--- src/design/liu_line_config_pkg.sv ---
// Package: offsets, field positions, reset values and decode types for line configuration
package liu_line_config_pkg;
	localparam int          NUM_CHANNELS      = 8;
	// Register indices are printed as word indices, so byte address = 4 * index
	localparam logic [7:0]  IDX_EQ_CTRL       = 8'h00;
	localparam logic [7:0]  IDX_TERM_JA       = 8'h01;
	localparam logic [7:0]  CHAN_STRIDE_IDX   = 8'h10;
	localparam logic [7:0]  IDX_GLOBAL        = 8'h80;
	localparam int          ADDR_W            = 12;
	localparam logic [7:0]  RESET_EQ_CTRL     = 8'h00;
	localparam logic [7:0]  RESET_TERM_JA     = 8'h00;
	// Field positions in the termination / jitter register
	localparam int          POS_RX_TERM       = 7;
	localparam int          POS_TX_TERM       = 6;
	localparam int          POS_IMP           = 4;
	localparam int          POS_JA_PATH       = 2;
	localparam int          POS_JA_BW         = 1;
	localparam int          POS_FIFO          = 0;
	// Cable length codes
	localparam logic [4:0]  CODE_T1_FIRST     = 5'h08;
	localparam logic [4:0]  CODE_T1_LAST      = 5'h0c;
	localparam logic [4:0]  CODE_T1_ARB       = 5'h0d;
	localparam logic [4:0]  CODE_E1_COAX      = 5'h1c;
	localparam logic [4:0]  CODE_E1_TP        = 5'h1d;
	localparam logic [1:0]  RESP_OKAY         = 2'b00;
	localparam logic [1:0]  RESP_SLVERR       = 2'b10;

	typedef enum logic [1:0] {MODE_NONE, MODE_T1, MODE_E1} line_mode_e;
	typedef enum logic [1:0] {CODING_NONE, CODING_B8ZS, CODING_HDB3} coding_e;
	typedef enum logic [1:0] {CABLE_NONE, CABLE_TP100, CABLE_COAX75, CABLE_TP120} cable_e;
	typedef enum logic [1:0] {IMP_100, IMP_110, IMP_75, IMP_120} impedance_e;
	typedef enum logic [1:0] {JA_OFF, JA_TX, JA_RX} ja_path_e;

	// Decoded per-channel line setup
	typedef struct packed {
		line_mode_e mode;
		coding_e    coding;
		cable_e     cable;
		logic [2:0] pulse_setting;
		logic       arb_pulse;
		impedance_e impedance;
		ja_path_e   ja_path;
		logic       rx_term_on;
		logic       tx_term_on;
	} chan_cfg_s;

	// Global jitter attenuator setup
	typedef struct packed {
		logic       ja_bw_wide;
		logic       fifo_64;
		logic [5:0] fifo_delay;
	} ja_global_s;
endpackage

--- src/design/liu_channel_line_config.sv ---
// Register bank and decode of per-channel line, termination and jitter settings
//
// Chosen here: the AXI4-Lite register port.
`timescale 1ns/100ps
//
// Overview of operation
// - Codes 1c/1d select E1 HDB3, coax/TP120
// - Codes 08-0c T1 B8ZS pulses; 0d arbitrary
// - Impedance field: 100, 110, 75, 120 ohm
// - Jitter path: off, transmit, receive, receive
// - Jitter attenuator disabled after reset
// - Termination bits: zero means high impedance
module liu_channel_line_config #(
	parameter int NCH = liu_line_config_pkg::NUM_CHANNELS
) (
	input  wire logic                                i_ref_clk,
	input  wire logic                                i_rst_b,
	input  wire logic [liu_line_config_pkg::ADDR_W-1:0] i_awaddr,
	input  wire logic                                i_awvalid,
	output logic                                     o_awready,
	input  wire logic [31:0]                         i_wdata,
	input  wire logic [3:0]                          i_wstrb,
	input  wire logic                                i_wvalid,
	output logic                                     o_wready,
	output logic [1:0]                               o_bresp,
	output logic                                     o_bvalid,
	input  wire logic                                i_bready,
	input  wire logic [liu_line_config_pkg::ADDR_W-1:0] i_araddr,
	input  wire logic                                i_arvalid,
	output logic                                     o_arready,
	output logic [31:0]                              o_rdata,
	output logic [1:0]                               o_rresp,
	output logic                                     o_rvalid,
	input  wire logic                                i_rready,
	output liu_line_config_pkg::chan_cfg_s [NCH-1:0] o_chan_cfg,
	output liu_line_config_pkg::ja_global_s          o_ja_global
);
	import liu_line_config_pkg::*;

	typedef struct packed {
		logic [NCH-1:0][7:0] eq_ctrl;
		logic [NCH-1:0][7:0] term_ja;
		logic                ja_bw;
		logic                fifo_sel;
		logic                aw_held;
		logic [ADDR_W-1:0]   aw_addr;
		logic                w_held;
		logic [31:0]         w_data;
		logic                w_lane0;
		logic                awready;
		logic                wready;
		logic                bvalid;
		logic [1:0]          bresp;
		logic                arready;
		logic                rvalid;
		logic [31:0]         rdata;
		logic [1:0]          rresp;
		chan_cfg_s [NCH-1:0] cfg;
		ja_global_s          jag;
	} state_s;

	state_s st;
	state_s next_st;

	// Address decode result for one byte address
	typedef struct packed {
		logic       hit;
		logic       glb;
		logic       term;
		logic [2:0] ch;
	} dec_s;

	function automatic dec_s decode(input logic [ADDR_W-1:0] a);
		logic [7:0] idx;
		dec_s d;
		idx = a[9:2];
		d = '0;
		d.ch = idx[6:4];
		if (a[1:0] == 2'b00 && a[ADDR_W-1:10] == '0) begin
			if (idx == IDX_GLOBAL) begin
				d.hit = 1'b1;
				d.glb = 1'b1;
			end else if (idx < CHAN_STRIDE_IDX * 8'(NCH) && idx[3:0] == IDX_EQ_CTRL[3:0]) begin
				d.hit = 1'b1;
			end else if (idx < CHAN_STRIDE_IDX * 8'(NCH) && idx[3:0] == IDX_TERM_JA[3:0]) begin
				d.hit = 1'b1;
				d.term = 1'b1;
			end
		end
		return d;
	endfunction

	// Cable length code and termination byte decode for one channel
	function automatic chan_cfg_s decode_chan(input logic [7:0] eq, input logic [7:0] tj);
		chan_cfg_s c;
		logic [4:0] code;
		code = eq[4:0];
		c = '0;
		if (code >= CODE_T1_FIRST && code <= CODE_T1_ARB) begin
			c.mode = MODE_T1;
			c.coding = CODING_B8ZS;
			c.cable = CABLE_TP100;
			c.pulse_setting = 3'(code - CODE_T1_FIRST);
			c.arb_pulse = (code == CODE_T1_ARB);
		end else if (code == CODE_E1_COAX || code == CODE_E1_TP) begin
			c.mode = MODE_E1;
			c.coding = CODING_HDB3;
			c.cable = (code == CODE_E1_COAX) ? CABLE_COAX75 : CABLE_TP120;
		end
		c.impedance = impedance_e'(tj[POS_IMP+:2]);
		case (tj[POS_JA_PATH+:2])
			2'b00: c.ja_path = JA_OFF;
			2'b01: c.ja_path = JA_TX;
			default: c.ja_path = JA_RX;
		endcase
		c.rx_term_on = tj[POS_RX_TERM];
		c.tx_term_on = tj[POS_TX_TERM];
		return c;
	endfunction

	// Bus handshakes, register writes, read data and decoded outputs
	always_comb begin
		dec_s wd;
		dec_s rd;
		wd = decode(st.aw_addr);
		rd = decode(i_araddr);
		next_st = st;
		next_st.awready = 1'b0;
		next_st.wready = 1'b0;
		next_st.arready = 1'b0;
		if (i_awvalid && !st.aw_held && !st.bvalid && !st.awready) begin
			next_st.awready = 1'b1;
			next_st.aw_held = 1'b1;
			next_st.aw_addr = i_awaddr;
		end
		if (i_wvalid && !st.w_held && !st.bvalid && !st.wready) begin
			next_st.wready = 1'b1;
			next_st.w_held = 1'b1;
			next_st.w_data = i_wdata;
			next_st.w_lane0 = i_wstrb[0];
		end
		if (st.aw_held && st.w_held && !st.bvalid) begin
			next_st.aw_held = 1'b0;
			next_st.w_held = 1'b0;
			next_st.bvalid = 1'b1;
			next_st.bresp = wd.hit ? RESP_OKAY : RESP_SLVERR;
			if (wd.hit && st.w_lane0) begin
				if (wd.glb) begin
					next_st.ja_bw = st.w_data[POS_JA_BW];
					next_st.fifo_sel = st.w_data[POS_FIFO];
				end else if (wd.term) begin
					next_st.term_ja[wd.ch] = st.w_data[7:0];
					next_st.term_ja[wd.ch][POS_JA_BW] = 1'b0;
					next_st.term_ja[wd.ch][POS_FIFO] = 1'b0;
					next_st.ja_bw = st.w_data[POS_JA_BW];               // Global via any channel
					next_st.fifo_sel = st.w_data[POS_FIFO];
				end else begin
					next_st.eq_ctrl[wd.ch] = {3'h0, st.w_data[4:0]};
				end
			end
		end else if (st.bvalid && i_bready) begin
			next_st.bvalid = 1'b0;
		end
		if (st.rvalid && i_rready) begin
			next_st.rvalid = 1'b0;
		end else if (i_arvalid && !st.rvalid && !st.arready) begin
			next_st.arready = 1'b1;
			next_st.rvalid = 1'b1;
			next_st.rresp = rd.hit ? RESP_OKAY : RESP_SLVERR;
			next_st.rdata = 32'h0000_0000;
			if (rd.hit && rd.glb) begin
				next_st.rdata[POS_JA_BW] = st.ja_bw;
				next_st.rdata[POS_FIFO] = st.fifo_sel;
			end else if (rd.hit && rd.term) begin
				next_st.rdata[7:0] = st.term_ja[rd.ch];
				next_st.rdata[POS_JA_BW] = st.ja_bw;                    // Global bits mirrored
				next_st.rdata[POS_FIFO] = st.fifo_sel;
			end else if (rd.hit) begin
				next_st.rdata[7:0] = st.eq_ctrl[rd.ch];
			end
		end
		for (int i = 0; i < NCH; i++) begin
			next_st.cfg[i] = decode_chan(next_st.eq_ctrl[i], next_st.term_ja[i]);
		end
		next_st.jag.ja_bw_wide = next_st.ja_bw;
		next_st.jag.fifo_64 = next_st.fifo_sel;
		next_st.jag.fifo_delay = next_st.fifo_sel ? 6'h20 : 6'h10;
	end

	// State register; reset leaves terminations high-Z and jitter off
	always_ff @(posedge i_ref_clk or negedge i_rst_b) begin
		if (!i_rst_b) begin
			st <= '0;
			st.jag.fifo_delay <= 6'h10;
		end else begin
			st <= next_st;
		end
	end

	assign o_awready = st.awready;
	assign o_wready = st.wready;
	assign o_bvalid = st.bvalid;
	assign o_bresp = st.bresp;
	assign o_arready = st.arready;
	assign o_rvalid = st.rvalid;
	assign o_rdata = st.rdata;
	assign o_rresp = st.rresp;
	assign o_chan_cfg = st.cfg;
	assign o_ja_global = st.jag;

	property p_e1_decode;
		@(posedge i_ref_clk) disable iff (!i_rst_b)
		st.eq_ctrl[0][4:0] == CODE_E1_COAX |=> o_chan_cfg[0].mode == MODE_E1
			|| $past(st.eq_ctrl[0][4:0]) != st.eq_ctrl[0][4:0];
	endproperty
	a_e1_decode: assert property (p_e1_decode) else $error("E1 coax code not decoded");

	property p_t1_decode;
		@(posedge i_ref_clk) disable iff (!i_rst_b)
		o_chan_cfg[0].mode == MODE_T1 |-> o_chan_cfg[0].coding == CODING_B8ZS
			&& o_chan_cfg[0].cable == CABLE_TP100 && o_chan_cfg[0].pulse_setting <= 3'd5;
	endproperty
	a_t1_decode: assert property (p_t1_decode) else $error("T1 decode inconsistent");

	property p_imp;
		@(posedge i_ref_clk) disable iff (!i_rst_b)
		o_chan_cfg[NCH-1].impedance == impedance_e'(st.term_ja[NCH-1][POS_IMP+:2]);
	endproperty
	a_imp: assert property (p_imp) else $error("Impedance field mismatch");

	property p_ja_path;
		@(posedge i_ref_clk) disable iff (!i_rst_b)
		st.term_ja[NCH-1][POS_JA_PATH+1] |-> o_chan_cfg[NCH-1].ja_path == JA_RX;
	endproperty
	a_ja_path: assert property (p_ja_path) else $error("Jitter path not receive");

	property p_reset_ja;
		@(posedge i_ref_clk) $rose(i_rst_b) |-> o_chan_cfg[0].ja_path == JA_OFF;
	endproperty
	a_reset_ja: assert property (p_reset_ja) else $error("Jitter on after reset");

	property p_term;
		@(posedge i_ref_clk) disable iff (!i_rst_b)
		o_chan_cfg[NCH-1].rx_term_on == st.term_ja[NCH-1][POS_RX_TERM]
			&& o_chan_cfg[NCH-1].tx_term_on == st.term_ja[NCH-1][POS_TX_TERM];
	endproperty
	a_term: assert property (p_term) else $error("Termination select mismatch");

	property p_fifo_delay;
		@(posedge i_ref_clk) disable iff (!i_rst_b)
		o_ja_global.fifo_delay == (o_ja_global.fifo_64 ? 6'h20 : 6'h10);
	endproperty
	a_fifo_delay: assert property (p_fifo_delay) else $error("FIFO delay not half depth");

	property p_bresp_after;
		@(posedge i_ref_clk) disable iff (!i_rst_b)
		o_bvalid && !i_bready |=> o_bvalid && $stable(o_bresp);
	endproperty
	a_bresp_after: assert property (p_bresp_after) else $error("Write response dropped"); // Bus hold

	c_write: cover property (@(posedge i_ref_clk) o_bvalid && i_bready);
	c_read: cover property (@(posedge i_ref_clk) o_rvalid && i_rready);
	c_e1: cover property (@(posedge i_ref_clk) o_chan_cfg[0].mode == MODE_E1);
endmodule

--- config.mk ---
export PLATFORM = sky130hd
export DESIGN_NAME = liu_channel_line_config
export DESIGN_NICKNAME = d
export VERILOG_FILES = /design/src/design/liu_line_config_pkg.sv /design/src/design/liu_channel_line_config.sv
export SDC_FILE = /design/constraint.sdc
export NUM_CORES = 1
export LEC_CHECK = 0
export BUFFER_PORTS_ARGS = -buffer_cell sky130_fd_sc_hd__buf_2
export CORE_ASPECT_RATIO = 1.1
export CORE_MARGIN = 10
export CORE_UTILIZATION = 30
export CTS_CLUSTER_SIZE = 20
export DETAILED_ROUTE_END_ITERATION = 10
export GPL_TIMING_DRIVEN = 0
export SYNTH_ARGS = -nofsm -noshare
export SYNTH_HDL_FRONTEND = slang
export SYNTH_SLANG_ARGS = --single-unit
--- constraint.sdc ---
create_clock -name i_ref_clk -period 3.75 [get_ports i_ref_clk]
set_clock_uncertainty 0.1 [all_clocks]
set_input_delay 0.5625 -clock i_ref_clk [delete_from_list [all_inputs] [get_ports i_ref_clk]]
set_output_delay 0.5625 -clock i_ref_clk [all_outputs]
set_load 0.01 [all_outputs]
==> results of run 1 <==
==> worst max-delay path, stage by stage, from the launching register on <==
cell and delay [ns]:
dfrtp_1 0.43, nor4b_1 0.96, clkbuf_1 0.78, mux2_2 0.41
==> metrics by stage <==
| step | total power, W | util | hold WS, ns |
|---|---|---|---|
| 5_1_grt | 0.00585 | 0.374 | 0.0958 |
| 3_5_place_dp | 0.00363 | 0.355 | 0.376 |
| 3_3_place_gp | 0.00360 | 0.353 | 0.364 |
| 4_1_cts | 0.00564 | 0.374 | 0.0986 |
| 6_report | 0.00557 | 0.374 | 0.0430 |
| 2_1_floorplan | 0.00319 | - | 0.167 |
==> power by group through the flow <==
stage          Clock [W]  Combinational [W]  Sequential [W]
4_1_cts          0.00204            0.00109         0.00250
2_1_floorplan          0           0.000699         0.00249
6_report         0.00198            0.00108         0.00250
3_3_place_gp           0            0.00106         0.00253
3_5_place_dp           0            0.00109         0.00254
5_1_grt          0.00213            0.00119         0.00253
==> cells in the mapped netlist, drive strengths merged <==
cell,count
dfstp,1
nor3,9
mux2,118
nand2b,14
a21oi,10
mux4,25
nor4bb,2
and3,3
nor2,4
nand3,17
nand4b,9
and4b,2
conb,1
a221oi,6
o21ai,79
a21o,1
dfrtp,197
a221o,3
buf,194
a31oi,1
nand4,8
o21a,2
clkbuf,16
nand3b,8
or4,1
a31o,3
or3b,1
nor2b,4
a22o,3
mux2i,23
nor4,6
inv,16
nand2,27
o211ai,9
nor4b,4
nor3b,14
==> registers in the layout, indices dropped and copies added (netlist names) <==
signal / cells
o_rvalid: 1
o_rdata: 8
o_arready: 1
o_bresp: 1
o_ja_global: 3
o_awready: 1
o_chan_cfg: 80
o_rresp: 1
st: 100
o_bvalid: 1
o_wready: 1
==> routing by layer <==
layer  wire (µm)  share of wire
met3        2070          0.070
met5          46         0.0016
met2       14100           0.48
met1       12800           0.43
met4         453          0.015
==> kinds of logic after synthesis <==
group,Yosys count
mux,166
flops,198
buf+inv,226
compound gates,117
simple gates,133
other cells,1
==> layout make-up <==
| class | instances | area, µm² | area share |
|---|---|---|---|
| Sequential cell | 198 | 4960 | 0.397 |
| Antenna cell | 1 | 2.50 | 0.000201 |
| Clock buffer | 18 | 439 | 0.0352 |
| Multi-Input combinational cell | 446 | 3800 | 0.305 |
| Timing Repair Buffer | 187 | 991 | 0.0795 |
| Tap cell | 432 | 541 | 0.0433 |
| Inverter | 16 | 60.1 | 0.00482 |
| Buffer | 210 | 1480 | 0.119 |
| Clock inverter | 13 | 195 | 0.0157 |
==> path summary, 6_finish.rpt <==
check	start	slack (ns)	to	depth (start not counted)
max	o_bvalid	0.93	st[184]	3
min	i_rst_b	0.04	o_rvalid	2
max reg2reg	o_bvalid	0.93	st[184]	3
min reg2reg	o_rdata[7]	0.39	o_rdata[7]	2
max in group asynchronous	i_rst_b	2.67	o_chan_cfg[120]	3
min in group i_ref_clk	i_bready	0.19	o_bvalid	2
==> layout by cell type, fill, tap and decap left out, types with 6 or more instances in the layout <==
cell and n:
buf_2 200, dfrtp_1 197, buf_4 175, mux2_2 117, o21ai_0 79, conb_1 30
nand2_1 26, mux4_2 25, mux2i_1 23, nand3_1 17, clkbuf_16 17, clkbuf_1 16
inv_1 16, nand2b_1 14, nor3b_1 14, a21oi_1 10, o211ai_1 9, nand4b_1 9
nand4_1 8, nand3b_1 8, nor3_1 6, a221oi_1 6
==> summary.md, run 1 <==
| Metric | Value |
|---|---|
| Status | finished clean |
| Drt total wl | roughly 29000 µm |
| Hold_buf cts | 0 |
| Initial antenna violation count | 3 |
| CTS sink cnt | 198 |
| Reg clk slew, reported paths | about 0.08 ns |
| Ports | 244 |
| GRT overflow | 0 |
| Sequential Power Share | 0.449 |
| FMAX | 354 MHz |
| Iteration-0 DRC Markers | about 520 |
| Comb pwr share | 0.194 |
| Synth Area in XOR/XNOR | 0 |
| Net Switching | about 0.0017 W |
| Finished Layout Cells | about 1500 |
| Drt drc | 0 |
| Clock Path Buffers | 2 |
| Floorplan Core Area | 33400 µm² |
| Clock share of power | 0.356 |
| Worst Path Max Fanout | 10 |
| Pleak | roughly 6.4 nW |
| Hold/Removal Path Class | in -> async |
| Worst-margin pin slew | 1.09 ns |
| Synthesized flop and latch total | just under 200 |
| Fin area | roughly 12000 µm² |
| Die width | around 200 µm |
| Routing usage on met2 | 0.220 |
| Critical path class | reg -> reg |
| Setup TNS | 0 ns |
| Worst skew pair latency | about 0.44 ns |
| Setup repair after global routing missed its margin | no |
| P_int | 0.00384 W |
| IO Port Bufs | around 190 |
| Post-CTS Setup Bufs | 0 |
| First-pass GRT wire length | 44000 µm |
| Final setup margin | a little over 0.9 ns |
| Share of cells above drive strength 1 | 0.522 |
| Die footprint | about 42000 µm² |
| Largest net degree at the start of global routing | 117 |
| Max_slew headroom | 0.261 |
| Slew Limit Fails | 0 |
| Final ANT Viol Nets | 0 |
| Hpwl dp | 22600 µm |
| Synth area leader | dfrtp_1 |
| Switching part of the total | 0.310 |
| Root buf cell | clkbuf_16 |
| CTS Buf Count | 17 |
| Top cells by area, synth | dfrtp_1 48%, mux2_2 13%, buf_4 13% |
| Area share of the largest cell type after synthesis | 0.484 |
| Die Ht | around 210 µm |
| DP Cell Count | ~1500 |
| YS warnings | 0 |
| Worst setup SP type | flop |
| H-tree levels | 4 |
| Tcrit/Tclk final | 0.753 |
| Drt wl/cell | ~19 µm |
| Pwr per Cell Area | ~450 nW/µm² |
| GRT Total Usage | 0.137 |
| Met1 usage | 0.177 |
| Vias | approximately 7000 |
| Maximum VDD drop | ~0.31 mV |
| # fillers | ~3300 |
| Yosys cell types | between 40 and 50 |
| Crit end category | flop |
| Simple-gate share of the synthesized area | 0.0877 |
| Place WS | 0.797 ns |
| Post-DP Area | 11800 µm² |
| Mux share of post-synthesis cell area | 0.208 |
| Final hold vios | 0 |
| Crit path arrival time | approximately 3.0 ns |
| Mapped Area | 10200 µm² |
| Synth Area in Adders | 0 |
| Final-stage net count | 1143 |
| Initial core utilization | 0.305 |
| CTS tree | built |
| # rows | 70 |
| TritonRoute pass-1 iters | 5 |
| Final count of negative-setup-slack endpoints | 0 |
| Combinational family with the most area after synthesis | multiplexers |
| Seq/Total Area, Yosys | 0.486 |
| Vias in the first global route | a little over 7000 |
| Period minus WS final | approximately 2.8 ns |
| Syn Inst Count | 841 |
| Area grow syn2layout | 22.3% |
| Avg Cell Area, Syn | around 12 µm² |
| GR peak layer | met2 |
| Max Cap Violations | 0 |
| Post-synthesis compound-gate area fraction | 0.0664 |
| Vias/cell | 4.63 |
| Final Wtd Congestion | 0.823 |
| Met3 usage | 0.0373 |
| Req. time, crit path | between 3 and 4 ns |
| PostCTS Resize Cnt | 0 |
Note: power is estimated with default switching activity, not from simulation.
==> run 2, diff against run 1 <==
==> constraint.sdc (replaced) <==
create_clock -name i_ref_clk -period 2.34 [get_ports i_ref_clk]
set_clock_uncertainty 0.1 [all_clocks]
set_input_delay 0.351 -clock i_ref_clk [delete_from_list [all_inputs] [get_ports i_ref_clk]]
set_output_delay 0.351 -clock i_ref_clk [all_outputs]
set_load 0.01 [all_outputs]
==> run 2 against run 1 <==
Against the previous run: utilization grew 0.61 points; design area increased by 1.6%; sequential share of layout area shrank 0.64 points.
==> summary.md, run 2 (synthesized netlist as in run 1, its figures left out) <==
| Metric | Value |
|---|---|
| Final-stage net count | 1157 (+1.2%) |
| IO Port Bufs | 185 (unchanged) |
| Initial core utilization | 0.305 (unchanged) |
| # rows | 70 (unchanged) |
| Share of cells above drive strength 1 | 0.530 (+0.00789) |
| Period minus WS final | 2.26 ns (-0.561 ns) |
| Drt wl/cell | 19.3 µm (-0.31%) |
| CTS tree | built |
| WL met3 | 1960 µm (-5.4%) |
| Multi-input logic area | 3850 µm² (+1.3%) |
| R2R cell count | 6 (+3) |
| Setup repair after global routing missed its margin | yes |
| # fillers | 3277 (-0.61%) |
| Pwr per Cell Area | 711 nW/µm² (+59%) |
| Die footprint | 41800 µm² (unchanged) |
| Vias in the first global route | 7077 (+0.40%) |
| Routed wire length on met2 | 14400 µm (+2.0%) |
| Clock Path Buffers | 2 (unchanged) |
| Crit end category | flop |
| Register Area | 4960 µm² (unchanged) |
| First-pass GRT wire length | 44100 µm (+0.19%) |
| Slew Limit Fails | 0 (unchanged) |
| Critical path's top delay family | simple AND/OR/NAND/NOR gates |
| Crit-path cells | nor4_4 -> and3_1 -> buf_2 -> nand3_1 -> buf_2 -> mux2_2 |
| Commonest non-fill, non-tap cell in the layout | buf_2 |
| Reg-to-Reg End | st[291] |
| H-tree levels | 4 (unchanged) |
| Hold/Removal Path Class | in -> reg |
| Initial antenna violation count | 3 (unchanged) |
| Commonest cells after routing, fill and taps aside | 200 x buf_2, 197 x dfrtp_1, 182 x buf_4 |
| Worst-margin pin slew | 0.730 ns (-0.363 ns) |
| Worst setup SP type | flop |
| Crit path arrival time | 2.49 ns (-0.55 ns) |
| Post-Route M1 WL | 12800 µm (+0.53%) |
| TritonRoute pass-1 iters | 5 (unchanged) |
| Reg clk slew, reported paths | 0.08 ns (about the same) |
| Hold Path Sink | st[221] |
| Flop2flop setup slack | 0.08 ns (-0.85 ns) |
| Hold Crit Start | i_awaddr[10] |
| Status | finished clean |
| Tcrit/Tclk final | 0.966 (+0.214) |
| Max Cap Violations | 0 (unchanged) |
| Maximum VDD drop | 0.505 mV (+63%) |
| Critical path class | reg -> reg |
| CTS sink cnt | 198 (unchanged) |
| Final hold vios | 0 (unchanged) |
| Biggest register | st |
| Drt drc | 0 (unchanged) |
| Max reg flops | 100 (unchanged) |
| GRT overflow | 0 (unchanged) |
| Vias | 7078 (+0.53%) |
| FMAX | 442 MHz (+25%) |
| Final Wtd Congestion | 0.823 (unchanged) |
| Die Ht | 213 µm (unchanged) |
| CTS Buf Count | 17 (unchanged) |
| Largest stage delay, worst path | 0.46 ns (-0.50 ns) |
| Top cell by count, worst path | buf_2 |
| Hold depth | 2 |
| Max_slew headroom | 0.512 (+0.251) |
| Vias/cell | 4.61 (-0.39%) |
| FF-to-FF Start | st[222] |
| Total power | 0.00901 W (+62%) |
| Pleak | 6.55 nW (+1.5%) |
| Die width | 196 µm (unchanged) |
| Hpwl dp | 22600 µm (unchanged) |
| Iteration-0 DRC Markers | 427 (-18%) |
| Root buf cell | clkbuf_16 |
| Req. time, crit path | 2.57 ns (-1.40 ns) |
| Final count of negative-setup-slack endpoints | 0 (unchanged) |
| Floorplan Core Area | 33400 µm² (unchanged) |
| Worst Path Max Fanout | 10 (unchanged) |
| Final ANT Viol Nets | 0 (unchanged) |
| Largest net degree at the start of global routing | 117 (unchanged) |
| Ports | 244 (unchanged) |
| Top layer in use | met5 |
| Critical path depth | 6 (+3) |
| GRT Total Usage | 0.137 (+0.000201) |
| Fin util | 0.380 (+0.00611) |
| Critical Path Slowest Stage Cell | nor4_4 |
| Drt total wl | 29600 µm (+0.61%) |
| Area grow syn2layout | 24.3% |
| Worst skew pair latency | 0.45 ns (about the same) |
| CP bufs+invs | 2 (+1) |
-- run 2: changes by cell type in the layout (fill, tap and decap cells not counted), moves of 2 or more --
cell,change
buf_4,+7
nor3_4,+2
nor2_2,+2
dlygate4sd3_1,+4
nand3_1,-2
buf_12,+3
nor2_1,-2
nor3_2,-2
-- run 2: worst max path at each step --
stage,slack (ns),from,endpoint
floorplan,0.24,o_bvalid,st[298]
global placement,-2.61,i_rst_b,st[221]
detailed placement,-0.47,o_bvalid,st[184]
CTS,-0.009,st[222],o_chan_cfg[99]
global route,-0.01,st[222],st[292]
finish,0.08,st[222],st[291]
-- run 2: report_power, final --
part           switching (W)  total [W]  leakage, nW  internal, W
clock                0.00136    0.00319        0.305      0.00183
combinational        0.00113    0.00178         3.54     0.000652
sequential          0.000345    0.00404         2.70      0.00369
-- run 2: final cells by class --
class | instances | area share
clock buffers | 18 | 0.0347
repair buffers | 201 | 0.0902
multi-input cells | 446 | 0.304
flip-flops and latches | 198 | 0.391
well taps | 432 | 0.0426
clock inverters | 13 | 0.0154
inverters | 16 | 0.00474
plain buffers | 210 | 0.117
diodes | 1 | 0.000197
-- run 2: timing repair --
| item | in CTS | in global routing |
|---|---|---|
| hold buffers | 4 | 0 |
| resized for setup | 5 | 5 |
| hold endpoints to repair | 117 | 0 |
| pin swaps | 7 | 3 |
| setup buffers | 7 | 3 |
| setup endpoints to repair | 79 | 55 |
-- run 2: metrics by stage --
stage	instance area, µm²	instances	TNS [ns]	setup WS (ns)	hold WS [ns]
2_1_floorplan	10300	870	0	0.243	-0.0446
3_3_place_gp	11800	1487	-520.95	-2.61	0.364
3_5_place_dp	11800	1489	-11.17	-0.474	0.359
4_1_cts	12600	1531	-0.00887	-0.00887	0.0119
5_1_grt	12700	1534	-0.0460	-0.0119	0.0227
6_report	12700	1535	0	0.0791	0.0275
-- run 2: layer usage --
| metal | vias to the layer above | track usage |
|---|---|---|
| met2 | 227 | 0.221 |
| met1 | 3517 | 0.178 |
| met3 | 28 | 0.0369 |
| met5 | - | 0 |
| met4 | 6 | 0.0374 |
| li1 | 3300 | - |
